File: src/rtl/omcs_cfg.svh
// Timing and status-byte layout constants for the optical module control block.
// Assumes a 20 MHz mclk; every count is derived from the time as printed.
`ifndef OMCS_CFG_SVH
`define OMCS_CFG_SVH

`define OMCS_CLK_KHZ 20000
`define OMCS_RESET_HOLD_US 10
`define OMCS_RESET_HOLD_CYC ((`OMCS_RESET_HOLD_US * `OMCS_CLK_KHZ + 999) / 1000)
`define OMCS_INIT_MS 300
`define OMCS_INIT_CYC (`OMCS_INIT_MS * `OMCS_CLK_KHZ)
`define OMCS_DATA_READY_MS 1000
`define OMCS_DATA_READY_CYC (`OMCS_DATA_READY_MS * `OMCS_CLK_KHZ)
`define OMCS_WRITE_SHORT_MS 40
`define OMCS_WRITE_SHORT_CYC (`OMCS_WRITE_SHORT_MS * `OMCS_CLK_KHZ)
`define OMCS_WRITE_LONG_MS 80
`define OMCS_WRITE_LONG_CYC (`OMCS_WRITE_LONG_MS * `OMCS_CLK_KHZ)
`define OMCS_SHORT_WRITE_BYTES 4'h4
`define OMCS_MAX_COUNT_BYTES 4'h8

`define OMCS_DEV_ID_ADDR 7'h50
`define OMCS_DEV_DIAG_ADDR 7'h51
`define OMCS_STATUS_BYTE 8'h6E
`define OMCS_BIT_HW_OFF 7
`define OMCS_BIT_SW_OFF 6
`define OMCS_BIT_FAULT 2
`define OMCS_BIT_LOSS 1
`define OMCS_BIT_READY 0

`endif

File: src/rtl/omcs_pkg.sv
// Types shared by the optical module control block.
// No dependencies.
package omcs_pkg;
    typedef enum logic [4:0] {
        OMCS_IDLE = 5'h01,
        OMCS_RECV = 5'h02,
        OMCS_ACK = 5'h04,
        OMCS_SEND = 5'h08,
        OMCS_MACK = 5'h10
    } omcs_state_t;

    typedef enum logic [1:0] {
        OMCS_PH_DEV = 2'h0,
        OMCS_PH_PTR = 2'h1,
        OMCS_PH_DATA = 2'h2
    } omcs_phase_t;
endpackage

File: src/rtl/omcs_ctrl.sv
// Control and status logic of a pluggable optical module, with its two-wire management slave.
// Pins arrive asynchronous to mclk; serial clock is sampled, never used as a clock.
// Behaviour
// - Laser-off request rising turns laser off within 10 us.
// - Laser-off request falling restores modulated output within 1 ms.
// - Initialization, including fault clear, ends within 300 ms of power-on or release.
// - Laser fault output asserts within 1000 us of a fault.
// - Optical-loss output follows loss of input within 100 us both ways.
// - Software disable bit 6 of status byte acts within 100 ms of stop.
// - Fault status bit 2 sets within 100 ms of a fault.
// - Loss status bit 1 tracks signal loss within 100 ms.
// - Data-ready bit 0 asserts within 1000 ms of power-on.
// - Serial bus answers both device addresses within 300 ms of power-on.
// - Internal write completes within 40 ms, or 80 ms for five to eight bytes.
`timescale 1ns/100ps
`include "omcs_cfg.svh"

module omcs_ctrl #(
    parameter int INIT_CYC = `OMCS_INIT_CYC,
    parameter int DATA_READY_CYC = `OMCS_DATA_READY_CYC,
    parameter int WRITE_SHORT_CYC = `OMCS_WRITE_SHORT_CYC,
    parameter int WRITE_LONG_CYC = `OMCS_WRITE_LONG_CYC
) (
    input wire logic mclk,
    input wire logic reset_n,
    input wire logic laserOffReq,
    input wire logic laserFaultSense,
    input wire logic opticalLossSense,
    input wire logic sclIn,
    input wire logic sdaIn,
    output logic sdaOut,
    output logic sdaOe,
    output logic laserEnable,
    output logic laserFault,
    output logic optical_loss_flag,
    output logic dataReady,
    output logic serialReady
);
    import omcs_pkg::*;

    initial begin
        if (INIT_CYC < 1 || DATA_READY_CYC < INIT_CYC || WRITE_SHORT_CYC < 1
            || WRITE_LONG_CYC < WRITE_SHORT_CYC || (WRITE_LONG_CYC | DATA_READY_CYC) >= (1 << 25))
            $error("omcs_ctrl: timing parameters out of range");
    end

    // Two-flop synchronisers; stage two and the edge history are the only readers
    logic [4:0] syncA, syncB, syncC;
    logic [4:0] next_syncA, next_syncB, next_syncC;
    logic offReq, faultSense, lossSense, scl, sda, sclPrev, sdaPrev;

    // Power-on timing and laser control
    logic [24:0] upCnt, next_upCnt;
    logic [7:0] holdCnt, next_holdCnt;
    logic faultLatch, next_faultLatch, swOff, next_swOff;
    logic next_laserEnable, next_laserFault, next_loss, next_dataReady, next_serialReady;

    // Serial slave
    omcs_state_t state, next_state;
    omcs_phase_t phase, next_phase;
    logic [7:0] shiftReg, next_shiftReg, ptr, next_ptr;
    logic [3:0] bitCnt, next_bitCnt, wrBytes, next_wrBytes;
    logic isDiag, next_isDiag, rdMode, next_rdMode, pendSw, next_pendSw;
    logic pendValid, next_pendValid, next_sdaOe;
    logic [24:0] busyCnt, next_busyCnt;
    logic sclRise, sclFall, startCond, stopCond;
    logic [7:0] statusByte, readByte;

    always_comb begin
        next_syncA = {laserOffReq, laserFaultSense, opticalLossSense, sclIn, sdaIn};
        next_syncB = syncA;
        next_syncC = syncB;
        {offReq, faultSense, lossSense, scl, sda} = syncB;
        sclPrev = syncC[1];
        sdaPrev = syncC[0];
    end

    always_ff @(posedge mclk or negedge reset_n) begin
        if (!reset_n) begin
            syncA <= 5'h03;
            syncB <= 5'h03;
            syncC <= 5'h03;
        end else begin
            syncA <= next_syncA;
            syncB <= next_syncB;
            syncC <= next_syncC;
        end
    end

    always_comb begin
        sclRise = scl && !sclPrev;
        sclFall = !scl && sclPrev;
        startCond = scl && sclPrev && sdaPrev && !sda;
        stopCond = scl && sclPrev && !sdaPrev && sda;
        statusByte = 8'h00;
        statusByte[`OMCS_BIT_HW_OFF] = offReq;
        statusByte[`OMCS_BIT_SW_OFF] = swOff;
        statusByte[`OMCS_BIT_FAULT] = faultLatch;
        statusByte[`OMCS_BIT_LOSS] = lossSense;
        statusByte[`OMCS_BIT_READY] = dataReady;
        // Identity memory lives outside this block, so other bytes read as zero
        readByte = (isDiag && ptr == `OMCS_STATUS_BYTE) ? statusByte : 8'h00;
    end

    always_comb begin
        next_upCnt = (upCnt < 25'(DATA_READY_CYC)) ? upCnt + 25'h0000001 : upCnt;
        next_serialReady = (upCnt >= 25'(INIT_CYC));
        next_dataReady = (upCnt >= 25'(DATA_READY_CYC));
        next_holdCnt = holdCnt;
        if (!offReq)
            next_holdCnt = 8'h00;
        else if (holdCnt < 8'(`OMCS_RESET_HOLD_CYC))
            next_holdCnt = holdCnt + 8'h01;
        next_faultLatch = faultLatch;
        // Release after a long enough hold clears the shutdown; a live fault wins
        if (!offReq && syncC[4] && holdCnt >= 8'(`OMCS_RESET_HOLD_CYC))
            next_faultLatch = 1'b0;
        if (faultSense)
            next_faultLatch = 1'b1;
        next_laserFault = next_faultLatch;
        next_loss = lossSense;
        // Any disable source forces the laser off the cycle after it is seen
        next_laserEnable = next_serialReady && !offReq && !swOff && !next_faultLatch;
    end

    always_ff @(posedge mclk or negedge reset_n) begin
        if (!reset_n) begin
            upCnt <= 25'h0000000;
            holdCnt <= 8'h00;
            faultLatch <= 1'b0;
            laserEnable <= 1'b0;
            laserFault <= 1'b0;
            optical_loss_flag <= 1'b0;
            dataReady <= 1'b0;
            serialReady <= 1'b0;
        end else begin
            upCnt <= next_upCnt;
            holdCnt <= next_holdCnt;
            faultLatch <= next_faultLatch;
            laserEnable <= next_laserEnable;
            laserFault <= next_laserFault;
            optical_loss_flag <= next_loss;
            dataReady <= next_dataReady;
            serialReady <= next_serialReady;
        end
    end

    always_comb begin
        next_state = state;
        next_phase = phase;
        next_shiftReg = shiftReg;
        next_ptr = ptr;
        next_bitCnt = bitCnt;
        next_wrBytes = wrBytes;
        next_isDiag = isDiag;
        next_rdMode = rdMode;
        next_pendSw = pendSw;
        next_pendValid = pendValid;
        next_sdaOe = sdaOe;
        next_swOff = swOff;
        next_busyCnt = (busyCnt != 25'h0000000) ? busyCnt - 25'h0000001 : busyCnt;
        if (startCond) begin
            next_state = OMCS_RECV;
            next_phase = OMCS_PH_DEV;
            next_bitCnt = 4'h0;
            next_sdaOe = 1'b0;
        end else if (stopCond) begin
            next_state = OMCS_IDLE;
            next_sdaOe = 1'b0;
            if (pendValid)
                next_swOff = pendSw;
            if (wrBytes != 4'h0) begin
                // Write cycle: the slave refuses its address until the cycle ends
                if (wrBytes <= `OMCS_SHORT_WRITE_BYTES)
                    next_busyCnt = 25'(WRITE_SHORT_CYC);
                else
                    next_busyCnt = 25'(WRITE_LONG_CYC);
            end
            next_wrBytes = 4'h0;
            next_pendValid = 1'b0;
        end else begin
            case (state)
                OMCS_IDLE: begin
                    next_sdaOe = 1'b0;
                end
                OMCS_RECV: begin
                    if (sclRise) begin
                        next_shiftReg = {shiftReg[6:0], sda};
                        next_bitCnt = bitCnt + 4'h1;
                    end else if (sclFall && bitCnt == 4'h8) begin
                        next_bitCnt = 4'h0;
                        next_state = OMCS_ACK;
                        next_sdaOe = 1'b1;
                        case (phase)
                            OMCS_PH_DEV: begin
                                next_isDiag = (shiftReg[7:1] == `OMCS_DEV_DIAG_ADDR);
                                next_rdMode = shiftReg[0];
                                if (!serialReady || busyCnt != 25'h0000000
                                    || (shiftReg[7:1] != `OMCS_DEV_ID_ADDR
                                    && shiftReg[7:1] != `OMCS_DEV_DIAG_ADDR)) begin
                                    next_state = OMCS_IDLE;
                                    next_sdaOe = 1'b0;
                                end
                            end
                            OMCS_PH_PTR: begin
                                next_ptr = shiftReg;
                            end
                            OMCS_PH_DATA: begin
                                if (isDiag && ptr == `OMCS_STATUS_BYTE) begin
                                    next_pendSw = shiftReg[`OMCS_BIT_SW_OFF];
                                    next_pendValid = 1'b1;
                                end
                                if (wrBytes < `OMCS_MAX_COUNT_BYTES)
                                    next_wrBytes = wrBytes + 4'h1;
                                next_ptr = ptr + 8'h01;
                            end
                            default: next_state = OMCS_IDLE;
                        endcase
                    end
                end
                OMCS_ACK: begin
                    if (sclFall) begin
                        next_sdaOe = 1'b0;
                        if (phase == OMCS_PH_DEV && rdMode) begin
                            next_state = OMCS_SEND;
                            next_shiftReg = {readByte[6:0], 1'b0};
                            next_sdaOe = !readByte[7];
                            next_bitCnt = 4'h1;
                        end else begin
                            next_state = OMCS_RECV;
                            next_phase = (phase == OMCS_PH_DEV) ? OMCS_PH_PTR : OMCS_PH_DATA;
                        end
                    end
                end
                OMCS_SEND: begin
                    if (sclFall) begin
                        if (bitCnt == 4'h8) begin
                            next_sdaOe = 1'b0;
                            next_state = OMCS_MACK;
                            next_ptr = ptr + 8'h01;
                        end else begin
                            next_sdaOe = !shiftReg[7];
                            next_shiftReg = {shiftReg[6:0], 1'b0};
                            next_bitCnt = bitCnt + 4'h1;
                        end
                    end
                end
                OMCS_MACK: begin
                    if (sclRise && sda)
                        next_state = OMCS_IDLE;
                    else if (sclFall) begin
                        next_state = OMCS_SEND;
                        next_shiftReg = {readByte[6:0], 1'b0};
                        next_sdaOe = !readByte[7];
                        next_bitCnt = 4'h1;
                    end
                end
                default: next_state = OMCS_IDLE;
            endcase
        end
    end

    always_ff @(posedge mclk or negedge reset_n) begin
        if (!reset_n) begin
            state <= OMCS_IDLE;
            phase <= OMCS_PH_DEV;
            shiftReg <= 8'h00;
            ptr <= 8'h00;
            bitCnt <= 4'h0;
            wrBytes <= 4'h0;
            isDiag <= 1'b0;
            rdMode <= 1'b0;
            pendSw <= 1'b0;
            pendValid <= 1'b0;
            sdaOe <= 1'b0;
            sdaOut <= 1'b0;
            swOff <= 1'b0;
            busyCnt <= 25'h0000000;
        end else begin
            state <= next_state;
            phase <= next_phase;
            shiftReg <= next_shiftReg;
            ptr <= next_ptr;
            bitCnt <= next_bitCnt;
            wrBytes <= next_wrBytes;
            isDiag <= next_isDiag;
            rdMode <= next_rdMode;
            pendSw <= next_pendSw;
            pendValid <= next_pendValid;
            sdaOe <= next_sdaOe;
            sdaOut <= 1'b0;
            swOff <= next_swOff;
            busyCnt <= next_busyCnt;
        end
    end
endmodule

File: config.mk
export PLATFORM = sky130hd
export DESIGN_NAME = omcs_ctrl
export DESIGN_NICKNAME = d
export VERILOG_FILES = /design/src/rtl/omcs_pkg.sv /design/src/rtl/omcs_ctrl.sv
export VERILOG_INCLUDE_DIRS = /design/src /design/src/rtl
export SDC_FILE = /design/constraint.sdc
export NUM_CORES = 1
export LEC_CHECK = 0
export BUFFER_PORTS_ARGS = -buffer_cell sky130_fd_sc_hd__clkbuf_2
export CAP_MARGIN = 20
export CORE_UTILIZATION = 57
export DETAILED_ROUTE_END_ITERATION = 12
export PLACE_DENSITY = 0.77
export SYNTH_ARGS = -nofsm -noshare
export SYNTH_HDL_FRONTEND = slang
export SYNTH_SLANG_ARGS = --single-unit
File: constraint.sdc
create_clock -name mclk -period 2.1 [get_ports mclk]
set_input_delay 0.42 -clock mclk [delete_from_list [all_inputs] [get_ports mclk]]
set_output_delay 0.42 -clock mclk [all_outputs]
set_load 0.03 [all_outputs]
---- After elaboration in Yosys (flattened, before gate mapping) ----
Index checks and enable logic that the tools add are counted.
Widths: inputs -> output; s select.
word-level totals
  register bits ........................... 115
  input port bits ......................... 7
  logic and storage cells ................. 216
cells by class
  add/subtract/negate cells ............... 6
  $lt $le $gt $ge ......................... 7
  eq/ne operators ......................... 43
  mux-type cells .......................... 79
  bitwise gates (word level) .............. 3
  reduce and logical (&&, ||, !) cells .... 55
operator list
  operator               number
  $mux 8                 14
  $mux 25                4
  $mux 4                 17
  $mux 5                 9
  $ne 4x4->1 const B     8
  $pmux 8 s2             2
  $pmux 8 s4             1
  $add 25x1->25 const B  1
  $ge 25x23->1 const B   1
  $ge 25x25->1 const B   1
  $lt 25x25->1 const B   1
  $pmux 5 s5             1
  $reduce_bool 25->1     1
  $sub 25x1->25 const B  1
  $ne 2x2->1 const B     12
  $mux 21                1
  $ne 3x3->1 const B     7
  $reduce_and 7->1       3
  $mux 1                 20
  $reduce_and 6->1       3
  $logic_and 1x1->1      17
  $add 8x1->8 const B    2
  $pmux 4 s4             1
  $reduce_bool 2->1      8
  other kinds (36)       57

---- Longest topological paths before layout ----
Gate-level depths: netlist (run 1).
  depth in word-level cells ............... 10
  mapped depth ............................ 9
  mapped depth without buffers ............ 8

---- Least setup slack after synthesis (run 1) ----
OpenSTA, ideal clock, no wires.
  path kind ............................... reg-to-reg
  start ................................... register busyCnt[9]
  end ..................................... register busyCnt[6]
  arrival time ............................ 2.081 ns
  path slack .............................. -0.113 ns
  stages on the path, launching flop included .. 9
  clock period less this slack ............ 2.213 ns
  cell sequence ........................... dfrtp_1 -> or4_4 -> nand4b_4 -> or3_1 -> buf_2 -> buf_6 -> nand4b_1 -> xor2_1 -> nor2_1
between the ends
  longest elaborated chain between the ends .. 5
RTL lines
  item                       RTL line          source
  start: declaration         omcs_ctrl.sv:65   logic [24:0] busyCnt, next_busyCnt;
  start signal: assignment   omcs_ctrl.sv:293  busyCnt <= next_busyCnt;
  $reduce_bool 25->1 (*)     omcs_ctrl.sv:161  next_busyCnt = (busyCnt != 25'h0000000) ? busyCnt - 25'h0000001 : busyCnt;
  $mux 25 (*)                omcs_ctrl.sv:161
  $mux 25                    omcs_ctrl.sv:172  if (wrBytes != 4'h0) begin
  $mux 25                    omcs_ctrl.sv:167  end else if (stopCond) begin
  $mux 25 (*)                omcs_ctrl.sv:162  if (startCond) begin
  named net next_busyCnt[6]  omcs_ctrl.sv:65
The timed path passes the listed nets; every way through them passes the cells marked *.
A chain may end at the register's enable or synchronous reset.

---- Worst setup path in the final report (run 1) ----
  start ................................... register busyCnt[9]
  end ..................................... register busyCnt[7]
The elaborated chain is that of the path after synthesis.

==> summary by stage, run 1 <==
Timing
The timing-limited maximum frequency is 469 MHz. Headroom to the max-slew limit came out at 0.590. On the final layout, the worst clock skew is 0.0104 ns.

For the pin with the worst max-slew slack, the measured transition is 0.612 ns. For the finished layout, the period the worst path requires is 2.13 ns. Setup repair after global routing could not meet its margin everywhere. The number of max-slew violations in the final report was 0. The number of setup violations in the final report is 8.

The final cycle utilization of the critical path is 1.02. The final worst slack is -0.0316 ns. The total negative setup slack is -0.154 ns. The number of hold-slack violations in the final timing report is 0.

Global routing
The global-route wire length before repair is 24.3 mm. The total congestion overflow after global routing is 0. The number of antenna violations at the first check in global routing is 0. The maximum number of pins on one net before global-route repair is 43. The total global routing track utilization is 0.285. The number of global-route vias before repair is 5215.

Logic synthesis
The number of nets handed over by synthesis was 635. The share of synthesized area in the top cell type comes to 0.447. The dominant cell type by area after synthesis is dfrtp_1. During synthesis, Yosys emitted a total of 0 warnings. The most numerous cell in the Yosys netlist is dfrtp_1.

The post-synthesis cell area is 5930 um2. The commonest cells after synthesis are dfrtp_1, nor2_1, nand2_1. Yosys attributes the largest share of cell area to dfrtp_1, xor2_1, nor2_1. The distinct cell type count of the synthesized netlist is 69.

The count of flip-flops with a built-in enable after synthesis is 0. The primary flip-flop cell chosen by synthesis mapping is dfrtp_1. After synthesis, the mean cell area works out to 9.67 um2. Counting every instance in the synthesized netlist gives 613.

Synthesis inferred 113 register bits. For this run, the register share of the synthesized area comes to 0.478. Of all flip-flops after synthesis, the portion carrying an async set or reset was 1.00.

Die
The starting density of the core is 0.598. The die area is 10800 um2. The I/O pin count is 14. The total core area is 9910 um2. The die is 104 um wide. The count of standard-cell rows is 36.

Measured along the y axis, the die boundary spans 104 um.

Outcome
The run finished, with violations left. The final reports fail on setup timing.

Flow run
The tool flagged a number of max-cap violations equal to 0.

Pwr
The sum of internal, switching and leakage power is 6.12 mW. The leakage power of the design is 3.50 nW. The sequential group share of total power is 0.381. The worst voltage drop across the vdd grid is 0.887 mV. The switching power is 1.52 mW. The internal power contribution is 4.61 mW. The share of total power dissipated in combinational logic is 0.117. Of the total power, the share spent switching nets is 0.248. The total power density per cell area is 801 nW/um2. Of the total power, the clock network draws 0.503.

Layout
The layout overhead on the synthesized area is 29.0%. 0 antenna diodes ended up in the layout. The share of post-route cells with drive strength above 1 is 0.266.

In the final design database the tool counted 743 nets. The number of fill cells is 645.

Clocking
The clock-pin slew reported for the worst setup and hold paths after clock tree synthesis is 0.06 ns. The clock root buffer is clkbuf_8. TritonCTS built the clock tree. The clock tree synthesis step divided the H-tree into 4 levels.

The clock reaches the later pin of the worst-skew pair after 0.54 ns. The clock net in this run drives a total of 113 sinks. The worst-case clock buffer depth is 2. The number of buffers added by the clock tree synthesis step is 17.

Critical path
The cell with the biggest individual delay on the critical path is or4_4. The worst path arrival time is 2.55 ns. The critical path endpoint category is a register. The required time at the endpoint of the critical path is 2.52 ns. The startpoint-to-endpoint class of the critical path is register to register.

The critical path goes through or4_4 > nand4b_4 > or3_4 > buf_6 > nand4_1 > xor2_1 > nor2_1. For this run, the slowest stage of the critical path takes 0.56 ns. The largest driver fanout on the critical path is 11. The startpoint kind of the worst setup timing path is a register.

Drt
The number of DRC violations after detailed routing is 0. The via-per-instance ratio is 5.85. The mean routed wirelength per cell is 17.3 um.

In this run the remaining antenna-violating nets after routing total 0. The final wirelength is 15.0 mm. The final route contains 5071 vias. The first detailed-routing pass ran for 5 iterations. After the first detailed-routing iteration, the DRC count stood at 284.

Place
At the end of routability-driven placement, the weighted congestion stood at 0.906. Prior to clock tree synthesis, the placed netlist has a worst setup slack of -0.131 ns. The count of port buffers added during placement is 12. The HPWL after detailed placement is 9.82 mm.

Min path
The tightest min-delay check is of the register to register type.
## through the flow
| stage | cell area [um2] | hold slack, ns | std cells | utilization |
|---|---|---|---|---|
| after floorplan | 5960 | 0.124 | 613 | - |
| after global placement | 6660 | 0.333 | 816 | 0.672 |
| after detailed placement | 6660 | 0.335 | 816 | 0.672 |
| after CTS | 7390 | 0.348 | 855 | 0.746 |
| after global routing | 7650 | 0.355 | 867 | 0.772 |
| final | 7650 | 0.347 | 867 | 0.772 |
## layout by cell type, fill, tap and decap left out, types with 11 or more instances in the layout
| cell type | instances |
|---|---|
| xor2_1 | 30 |
| ha_1 | 14 |
| and3_1 | 11 |
| buf_4 | 78 |
| nand2_1 | 53 |
| nor3_1 | 20 |
| nor2_1 | 57 |
| xnor2_1 | 24 |
| clkbuf_16 | 16 |
| o21ai_0 | 30 |
| a21oi_1 | 34 |
| dfrtp_1 | 106 |
| inv_1 | 29 |
| clkbuf_2 | 11 |
| nand3_1 | 29 |
## cell type report
cell class / count / area, um2 / share of cell area
Clock buffer: 19 / 432 / 0.0565
Multi-Input combinational cell: 454 / 3090 / 0.404
Timing Repair Buffer: 104 / 811 / 0.106
Inverter: 31 / 116 / 0.0152
Clock inverter: 13 / 196 / 0.0257
Tap cell: 133 / 166 / 0.0218
Sequential cell: 113 / 2840 / 0.371
## layer usage
metal,GRT usage,vias up,share of wire
met5,0,-,0
met4,0.127,0,0.025
met3,0.0602,44,0.065
met2,0.479,203,0.50
met1,0.354,2465,0.41
li1,-,2359,-
## power by group through the flow
stage	sequential (mW)	combinational (mW)	clock (mW)
5_1_grt	2.34	0.776	3.20
3_3_place_gp	2.36	0.554	0
2_1_floorplan	2.33	0.324	0
3_5_place_dp	2.36	0.573	0
6_report	2.33	0.714	3.08
4_1_cts	2.32	0.597	3.11
## timing repair
item                                    4_1_cts  5_1_grt
pin swaps                                     5       11
endpoints found under the setup margin       21       52
buffers inserted                              1       12
gates cloned                                  0        0
hold buffers                                  6        0
resized for setup                            10       41
hold endpoints to repair                     29        0
## registers in the layout, indices dropped and copies added, names as in the netlist, 5 cells and up
name	cells
upCnt	25
holdCnt	8
shiftReg	8
busyCnt	25
next_syncB	5
next_syncC	5
ptr	8
state	5
## path summary, 6_finish.rpt
check	start	end	slack [ns]	depth (start not counted)
hold / removal	next_syncB[3]	next_syncC[3]	0.35	0
hold reg to reg	next_syncB[3]	next_syncC[3]	0.35	0
setup reg to reg	busyCnt[9]	busyCnt[7]	-0.03	7
max in group asynchronous	reset_n	next_syncB[1]	1.00	3
min in group asynchronous	reset_n	state[1]	0.36	2
setup / recovery	busyCnt[9]	busyCnt[7]	-0.03	7
## kinds of logic (layout without fill, tap and decap cells)
group / after synthesis / in the layout / synth area share
buf+inv: 46 / 167 / 0.0331
mux: 16 / 16 / 0.0317
xor+xnor: 54 / 54 / 0.0798
flops: 113 / 113 / 0.478
fa+ha+maj: 15 / 15 / 0.0317
compound gates: 111 / 111 / 0.115
other cells: 1 / 1 / 0.000632
simple gates: 257 / 257 / 0.230
## worst max-delay path, delay by kind of cell, from the launching register on
| family | cells | cell delay, ns |
|---|---|---|
| flip-flops | 1 | 0.38 |
| AND/OR/NAND/NOR | 5 | 1.32 |
| buffers and inverters | 1 | 0.16 |
| XOR/XNOR | 1 | 0.15 |
Power figures use the tool's default switching activity.
==> run 2: changes to the inputs <==
- CORE_UTILIZATION: 57 -> 63
- PLACE_DENSITY: 0.77 -> 0.8
- REMOVE_ABC_BUFFERS: not set -> 1
- clock period: 2.1 -> 2.2 ns (I/O delays scaled with it)
==> run 2 against run 1 <==
  * The run still ends with setup timing left
  * Wire length fell by 8.3%
  * Flip-flop and latch count did not move
  * Non-clock buffer count fell by 24
  * Global-route usage rose by 1.7 points
  * First-iteration DRC count fell by 8.1%
  * Total power fell by 7.9%
  * Critical path depth fell by 1
  * Sequential power fell by 4%
  * Fmax fell by 4.1%
  * Count of clock-buffer cells in the layout rose by 4
  * Largest cell class unchanged
==> summary by stage, run 2 (same netlist as run 1, synthesis figures left out) <==
Drt
The mean routed wirelength per cell is 16.7 um (was 17.3 um). The number of nets still failing antenna checks after routing is 0 (unchanged). The via-per-instance ratio came to 5.96 (was 5.85). The final wirelength is 13.7 mm (was 15.0 mm). The number of design-rule violations left by the first detailed-router iteration is 261 (was 284).

The number of DRC violations after detailed routing came to 0 (unchanged). The number of iterations in the first detailed-routing pass is 6 (was 5). The via count was 4895 (was 5071).

Global routing
The global-route wire length before repair was 22.7 mm (was 24.3 mm). The maximum number of pins on one net before global-route repair was 42 (was 43). The most used routing layer is met2 (unchanged). The total congestion overflow after global routing is 0 (unchanged). The number of global-route vias before repair is 4836 (was 5215).

The met2 usage is 0.492 (was 0.479). The met1 routing resource usage after global routing is 0.381 (was 0.354). The met3 usage in global routing is 0.0752 (was 0.0602). The number of antenna violations at the first check in global routing is 0 (unchanged). The total global routing track utilization is 0.302 (was 0.285).

Layout
The most common cell after layout, fill and taps aside was dfrtp_1 (unchanged). Commonest non-fill, non-tap cells in the layout: dfrtp_1, buf_4, nor2_1 (unchanged). The number of nets in the finished design is 719 (was 743).

Largest registers: busyCnt (25), upCnt (25) (unchanged). The share of post-route cells with drive strength above 1 is 0.220 (was 0.266). The layout overhead on the synthesized area is 22.9% (was 29.0%).

The antenna diode count is 0 (unchanged).

Pwr
The sequential group share of total power is 0.395 (was 0.381). The leakage power of the design was 3.35 nW (was 3.50 nW). The worst voltage drop across the vdd grid was 0.666 mV (was 0.887 mV).

The internal power contribution is 4.33 mW (was 4.61 mW). The sum of internal, switching and leakage power was 5.64 mW (was 6.12 mW). The switching power was 1.31 mW (was 1.52 mW).

The total power density per cell area came to 774 nW/um2 (was 801 nW/um2). The net switching share of the total power is 0.233 (was 0.248). The combinational fraction of design power is 0.106 (was 0.117). The part of the power in the clock network was 0.498 (was 0.503).

Outcome
Outcome: complete, but fails checks (unchanged). Violations in the final reports: setup timing (unchanged).

Critical path
The required time at the endpoint of the critical path was 2.59 ns (was 2.52 ns). The origin of the critical flop-to-flop path is state[4] (was busyCnt[9]). The worst path arrival time came to 2.62 ns (was 2.55 ns).

The cell with the biggest individual delay on the critical path is or4_4 (unchanged). The worst setup slack for register-to-register paths is -0.02 ns (was -0.03 ns). The length in cells of the worst reg-to-reg path was 6 (was 7). Cell chain of the critical path: buf_4 > or2_1 > or4_4 > a221oi_4 > o21ai_2 > mux2_1 (was or4_4 > nand4b_4 > or3_4 > buf_6 > nand4_1 > xor2_1 > nor2_1).

The startpoint-to-endpoint class of the critical path was register to register (unchanged). The startpoint kind of the worst setup timing path is a register (unchanged). The critical path's largest stage delay is 0.54 ns (was 0.56 ns). The largest driver fanout on the critical path is 5 (was 11).

The reg-to-reg endpoint is state[1] (was busyCnt[7]). The critical path endpoint category is a register (unchanged).

Clocking
The worst-case clock buffer depth was 2 (unchanged). The clock root buffer is clkbuf_8 (unchanged). The TritonCTS clock tree is yes (unchanged).

The clock latency on the worst-skew pair is 0.52 ns (was 0.54 ns). The clock-pin slew reported for the worst setup and hold paths after clock tree synthesis was 0.06 ns (about the same). The TritonCTS sink count is 113 (unchanged). The number of buffers added by the clock tree synthesis step is 17 (unchanged). The total number of H-tree levels is 4 (unchanged).

Min path
The worst min-delay path category is primary input to register (was register to register). The worst hold path depth is 1 (was 0). The endpoint of the worst hold path was next_syncB[4] (was next_syncC[3]). The startpoint of the worst hold path is laserOffReq (was next_syncB[3]).

Timing
The final cycle utilization of the critical path came to 1.01 (was 1.02). The transition time of the tightest slew-check pin is 0.917 ns (was 0.612 ns). The worst clock skew is 0.00851 ns (was 0.0104 ns). The number of setup violations in the final report is 1 (was 8). The post-route minimum period is 2.22 ns (was 2.13 ns). The timing-limited maximum frequency is 450 MHz (was 469 MHz). The worst relative slew slack is 0.379 (was 0.590). The number of hold-slack violations in the final timing report is 0 (unchanged).

The number of max-slew violations in the final report is 0 (unchanged). Unrepaired setup endpoints after global routing: yes (unchanged). The final worst slack is -0.0234 ns (was -0.0316 ns).

Place
The worst setup slack after placement is -0.0776 ns (was -0.131 ns). The count of port buffers added during placement is 12 (unchanged). The HPWL after detailed placement is 9.08 mm (was 9.82 mm). The weighted congestion at the end of routability-driven global placement is 0.939 (was 0.906).

Die
The horizontal die dimension came to 99.0 um (was 104 um). The count of standard-cell rows is 35 (was 36). The die area is 9800 um2 (was 10800 um2). The I/O pin count is 14 (unchanged). The total core area came to 9200 um2 (was 9910 um2). The height of the die is 99.0 um (was 104 um). The starting density of the core is 0.645 (was 0.598).

Flow run
The number of maximum-capacitance violations was 0 (unchanged).
[run 2: changes by cell type in the layout (fill, tap and decap cells not counted), moves of 4 or more]
cell      before  now
clkbuf_1       1    5
inv_6          5    0
nand2_1       53   57
nand2_2        6    2
dfrtp_2        0    4
buf_6          8    1
dfrtp_1      106  102
buf_4         78   63
[run 2: worst max-delay path by stage]
| stage | end | cells after the start | from | slack, ns |
|---|---|---|---|---|
| 2_1_floorplan | busyCnt[11] | 6 | busyCnt[9] | -0.04 |
| 3_3_place_gp | state[1] | 6 | state[1] | -0.04 |
| 3_5_place_dp | shiftReg[1] | 7 | state[2] | -0.08 |
| 4_1_cts | state[1] | 7 | bitCnt[0] | 0.02 |
| 5_1_grt | state[1] | 6 | state[4] | -0.09 |
| 6_report | state[1] | 6 | state[4] | -0.02 |
[run 2: power groups by stage]
stage / clock, mW / sequential (mW) / combinational (mW)
after floorplan: 0 / 2.25 / 0.268
after global placement: 0 / 2.26 / 0.478
after detailed placement: 0 / 2.26 / 0.491
after CTS: 2.84 / 2.22 / 0.556
after global routing: 2.94 / 2.24 / 0.657
final: 2.81 / 2.23 / 0.599
[run 2: worst max-delay path: cells and delay by family, from the launching register on]
kind	cells	cell delay [ns]
flops	1	0.41
simple gates	2	0.78
buf+inv	1	0.16
mux	1	0.31
compound gates	2	0.44
[run 2: final cells by class]
type,count,area (um2)
fillers,588,1910
flip-flops and latches,113,2840
inverters,31,116
well taps,111,139
repair buffers,80,609
clock inverters,9,158
multi-input cells,454,2980
clock buffers,23,447
[run 2: metal layers]
layer,share of wire,vias up
li1,-,2312
met5,0,-
met3,0.043,47
met4,0.030,0
met1,0.43,2396
met2,0.49,140
[run 2: repair_timing]
item | in CTS | in global routing
buffers inserted | 8 | 6
hold endpoints to repair | 35 | 0
pin swaps | 3 | 6
endpoints found under the setup margin | 18 | 17
hold buffers | 3 | 0
cloned | 0 | 0
gates resized for setup | 9 | 23
[run 2: metrics by stage]
step                instances  hold WS, ns  cell area, um2  setup TNS (ns)   util
finish                    821       0.0242            7290         -0.0234  0.793
global route              821      0.00533            7290          -0.159  0.793
CTS                       815      0.00823            7190               0  0.782
detailed placement        772        0.336            6460          -0.545  0.702
global placement          772        0.336            6460          -0.236  0.702
floorplan                 598        0.144            5850          -0.134      -
==> run 3: changes to the inputs <==
- ABC_AREA: not set -> 1
==> run 3 against run 2 <==
  * The run now ends clean
  * Synthesized cell count is 45% higher
  * Clock power is 3% lower
  * Non-clock buffer count is 60 lower
  * Count of clock-buffer cells in the layout is 2 lower
  * Core utilization is 4.7 points lower
  * Sequential power is 18% higher
  * Largest power group unchanged
  * Highest routed layer unchanged
==> summary by stage, run 3 <==
Die
The height of the die was 104 um (was 99.0 um). The starting density of the core came to 0.661 (was 0.645). The I/O pin count was 14 (unchanged).

The total core area is 9950 um2 (was 9200 um2). The count of standard-cell rows is 36 (was 35). The horizontal die dimension came to 104 um (was 99.0 um). The die area is 10900 um2 (was 9800 um2).

Logic synthesis
Most used standard cells in the synthesized netlist: nand2_1, nor2_1, inv_1 (was dfrtp_1, nor2_1, nand2_1). The post-synthesis cell area was 6580 um2 (was 5930 um2). The mean instance size in the synthesized netlist is 7.39 um2 (was 9.67 um2). The number of synthesis warnings was 0 (unchanged). The primary flip-flop cell chosen by synthesis mapping is dfrtp_1 (unchanged).

The distinct cell type count of the synthesized netlist came to 43 (was 69). The share of synthesized flip-flops with an asynchronous set or reset is 1.00 (unchanged). The portion of netlist area occupied by mux cells is 0 (was 0.0317).

The share of Yosys cell area claimed by the top area cell type is 0.403 (was 0.447). The number of synthesized register bits was 113 (unchanged). Cell types with the largest area share after synthesis: dfrtp_1, nand2_1, nor2_1 (was dfrtp_1, xor2_1, nor2_1). The dominant cell type by area after synthesis was dfrtp_1 (unchanged). The share of synthesized area occupied by flip-flops and latches was 0.431 (was 0.478). The area share of fa/ha/maj cells after synthesis was 0.0285 (was 0.0317). The XOR/XNOR share of the synthesized area came to 0.0546 (was 0.0798).

The share of the synthesized area in compound gates (AO/OA/AOI/OAI) is 0.0877 (was 0.115). The most numerous cell in the Yosys netlist is nand2_1 (was dfrtp_1). The area fraction in and, or, nand and nor cells after synthesis is 0.325 (was 0.230). The number of instances in the synthesized netlist came to 890 (was 613). The count of flip-flops with a built-in enable after synthesis is 0 (unchanged). The largest family of logic cells by synthesized area was simple AND/OR/NAND/NOR gates (unchanged).

Drt
The final wirelength is 15.4 mm (was 13.7 mm). The number of design-rule violations left by the first detailed-router iteration was 423 (was 261). The via-per-instance ratio is 5.59 (was 5.96). The number of DRC violations after detailed routing is 0 (unchanged). The mean routed wirelength per cell is 14.5 um (was 16.7 um).

The number of iterations in the first detailed-routing pass is 5 (was 6). The via count is 5949 (was 4895). The number of nets still failing antenna checks after routing is 0 (unchanged).

Outcome
Outcome: finished clean (was complete, but fails checks).

Critical path
The sum of buffers and inverters on the critical path is 2 (was 1). The largest delay contributor family on the critical path is simple AND/OR/NAND/NOR gates (unchanged). The cell with the biggest individual delay on the critical path is dfstp_2 (was or4_4). The largest driver fanout on the critical path is 9 (was 5).

The startpoint kind of the worst setup timing path is a register (unchanged). The cell repeated most along the worst path is nand2_1. The number of logic stages on the critical path including buffering came to 11 (was 6). The worst path arrival time came to 2.40 ns (was 2.62 ns). The required time at the endpoint of the critical path came to 2.62 ns (was 2.59 ns). The length in cells of the worst reg-to-reg path was 11 (was 6). The critical path's largest stage delay is 0.52 ns (was 0.54 ns). Cell chain of the critical path: inv_1 > nand2_1 > inv_1 > nand2_1 > nor2_1 > a21oi_1 > o21ai_2 > nor2_4 > nand2_4 > nand2_1 > nand2_1 (was buf_4 > or2_1 > or4_4 > a221oi_4 > o21ai_2 > mux2_1). The startpoint-to-endpoint class of the critical path is register to register (unchanged). The critical path endpoint category is a register (unchanged).

Timing
The final cycle utilization of the critical path is 0.900 (was 1.01). The worst clock skew came to 0.00671 ns (was 0.00851 ns). The number of setup violations in the final report came to 0 (was 1). The number of hold-slack violations in the final timing report is 0 (unchanged). The number of max-slew violations in the final report is 0 (unchanged). The total negative setup slack was 0 ns (was -0.0234 ns). The transition time of the tightest slew-check pin came to 0.514 ns (was 0.917 ns). The post-route minimum period was 1.98 ns (was 2.22 ns). The final worst slack came to 0.220 ns (was -0.0234 ns).

Unrepaired setup endpoints after global routing: no (was yes). The timing-limited maximum frequency was 505 MHz (was 450 MHz). The worst relative slew slack is 0.654 (was 0.379).

Layout
The share of post-route cells with drive strength above 1 is 0.0923 (was 0.220). The antenna diode count is 0 (unchanged). Largest registers: busyCnt (25), upCnt (25) (unchanged). The layout overhead on the synthesized area is 12.8% (was 22.9%).

The number of nets in the finished design is 941 (was 719). Commonest non-fill, non-tap cells in the layout: nand2_1, nor2_1, inv_1 (was dfrtp_1, buf_4, nor2_1). The most common cell after layout, fill and taps aside was nand2_1 (was dfrtp_1).

Clocking
The TritonCTS sink count was 113 (unchanged). The worst-case clock buffer depth was 2 (unchanged). The number of resized instances in the post-cts repair step was 0 (was 9).

The clock latency on the worst-skew pair is 0.53 ns (was 0.52 ns). The clock-pin slew reported for the worst setup and hold paths after clock tree synthesis is 0.06 ns (about the same). The number of buffers added by the clock tree synthesis step was 17 (unchanged). The TritonCTS clock tree is yes (unchanged). The clock root buffer was clkbuf_8 (unchanged).

The total number of H-tree levels is 4 (unchanged).

Global routing
The number of global-route vias before repair is 5641 (was 4836). The number of antenna violations at the first check in global routing is 0 (unchanged). The total congestion overflow after global routing came to 0 (unchanged). The maximum number of pins on one net before global-route repair was 58 (was 42). The total global routing track utilization was 0.304 (was 0.302).

The global-route wire length before repair was 26.2 mm (was 22.7 mm).

Place
The weighted congestion at the end of routability-driven global placement is 0.972 (was 0.939). The worst setup slack after placement is 0.296 ns (was -0.0776 ns). The count of port buffers added during placement came to 12 (unchanged). The HPWL after detailed placement came to 10.8 mm (was 9.08 mm).

Pwr
The total power density per cell area is 890 nW/um2 (was 774 nW/um2). The worst voltage drop across the vdd grid is 0.542 mV (was 0.666 mV). The leakage power of the design is 3.64 nW (was 3.35 nW).

Min path
The worst hold path depth is 1 (unchanged). The worst min-delay path category is primary input to register (unchanged).

Flow run
The number of maximum-capacitance violations was 0 (unchanged).
-- run 3: what timing repair did --
| item | in CTS | in global routing |
|---|---|---|
| hold endpoints to repair | 26 | 0 |
| buffers inserted | 0 | 0 |
| hold buffers | 3 | 0 |
-- run 3: layout make-up --
class	count	area (um2)
well taps	133	166
clock buffers	21	449
flip-flops and latches	113	2840
fillers	759	2530
multi-input cells	654	3270
clock inverters	11	136
inverters	113	424
repair buffers	20	143
-- run 3: cells by family (layout without fill, tap and decap cells) --
logic type      Yosys count  count (layout)
compound gates          108             108
xor+xnor                 41              41
fa+ha+maj                15              15
other cells               1               1
buf+inv                 123             165
flops                   113             113
simple gates            489             489
-- run 3: metal layers --
metal	global-route usage	up-vias	routed length, um	part of all wire
met5	0	-	0	0
met4	0.130	0	444	0.029
met3	0.0783	48	823	0.053
met2	0.480	182	7230	0.47
met1	0.398	2817	6920	0.45
li1	-	2902	-	-
-- run 3: worst paths after layout --
check,slack (ns),from,end
worst min register to register,0.35,next_syncB[3],next_syncC[3]
worst min-delay path,0.01,opticalLossSense,next_syncB[2]
worst max-delay path,0.22,syncC[1],shiftReg[5]
min in group asynchronous,0.39,reset_n,busyCnt[22]
worst max register to register,0.22,syncC[1],shiftReg[5]
max in group asynchronous,1.13,reset_n,state[0]
-- run 3: power by group --
group	switching, mW	internal, mW
logic	0.813	0.443
registers	0.268	2.37
clock network	0.948	1.77
total	2.03	4.58
-- run 3: metrics by stage --
step                utilization  std cells  hold WS [ns]  area, um2  total power [mW]
floorplan                     -        880         0.144       6530              3.53
global placement          0.684       1030         0.333       6810              3.81
detailed placement        0.684       1030         0.341       6810              3.86
CTS                       0.746       1065      0.000236       7420              6.61
global route              0.746       1065     0.0000618       7420              6.92
finish                    0.746       1065        0.0123       7420              6.61
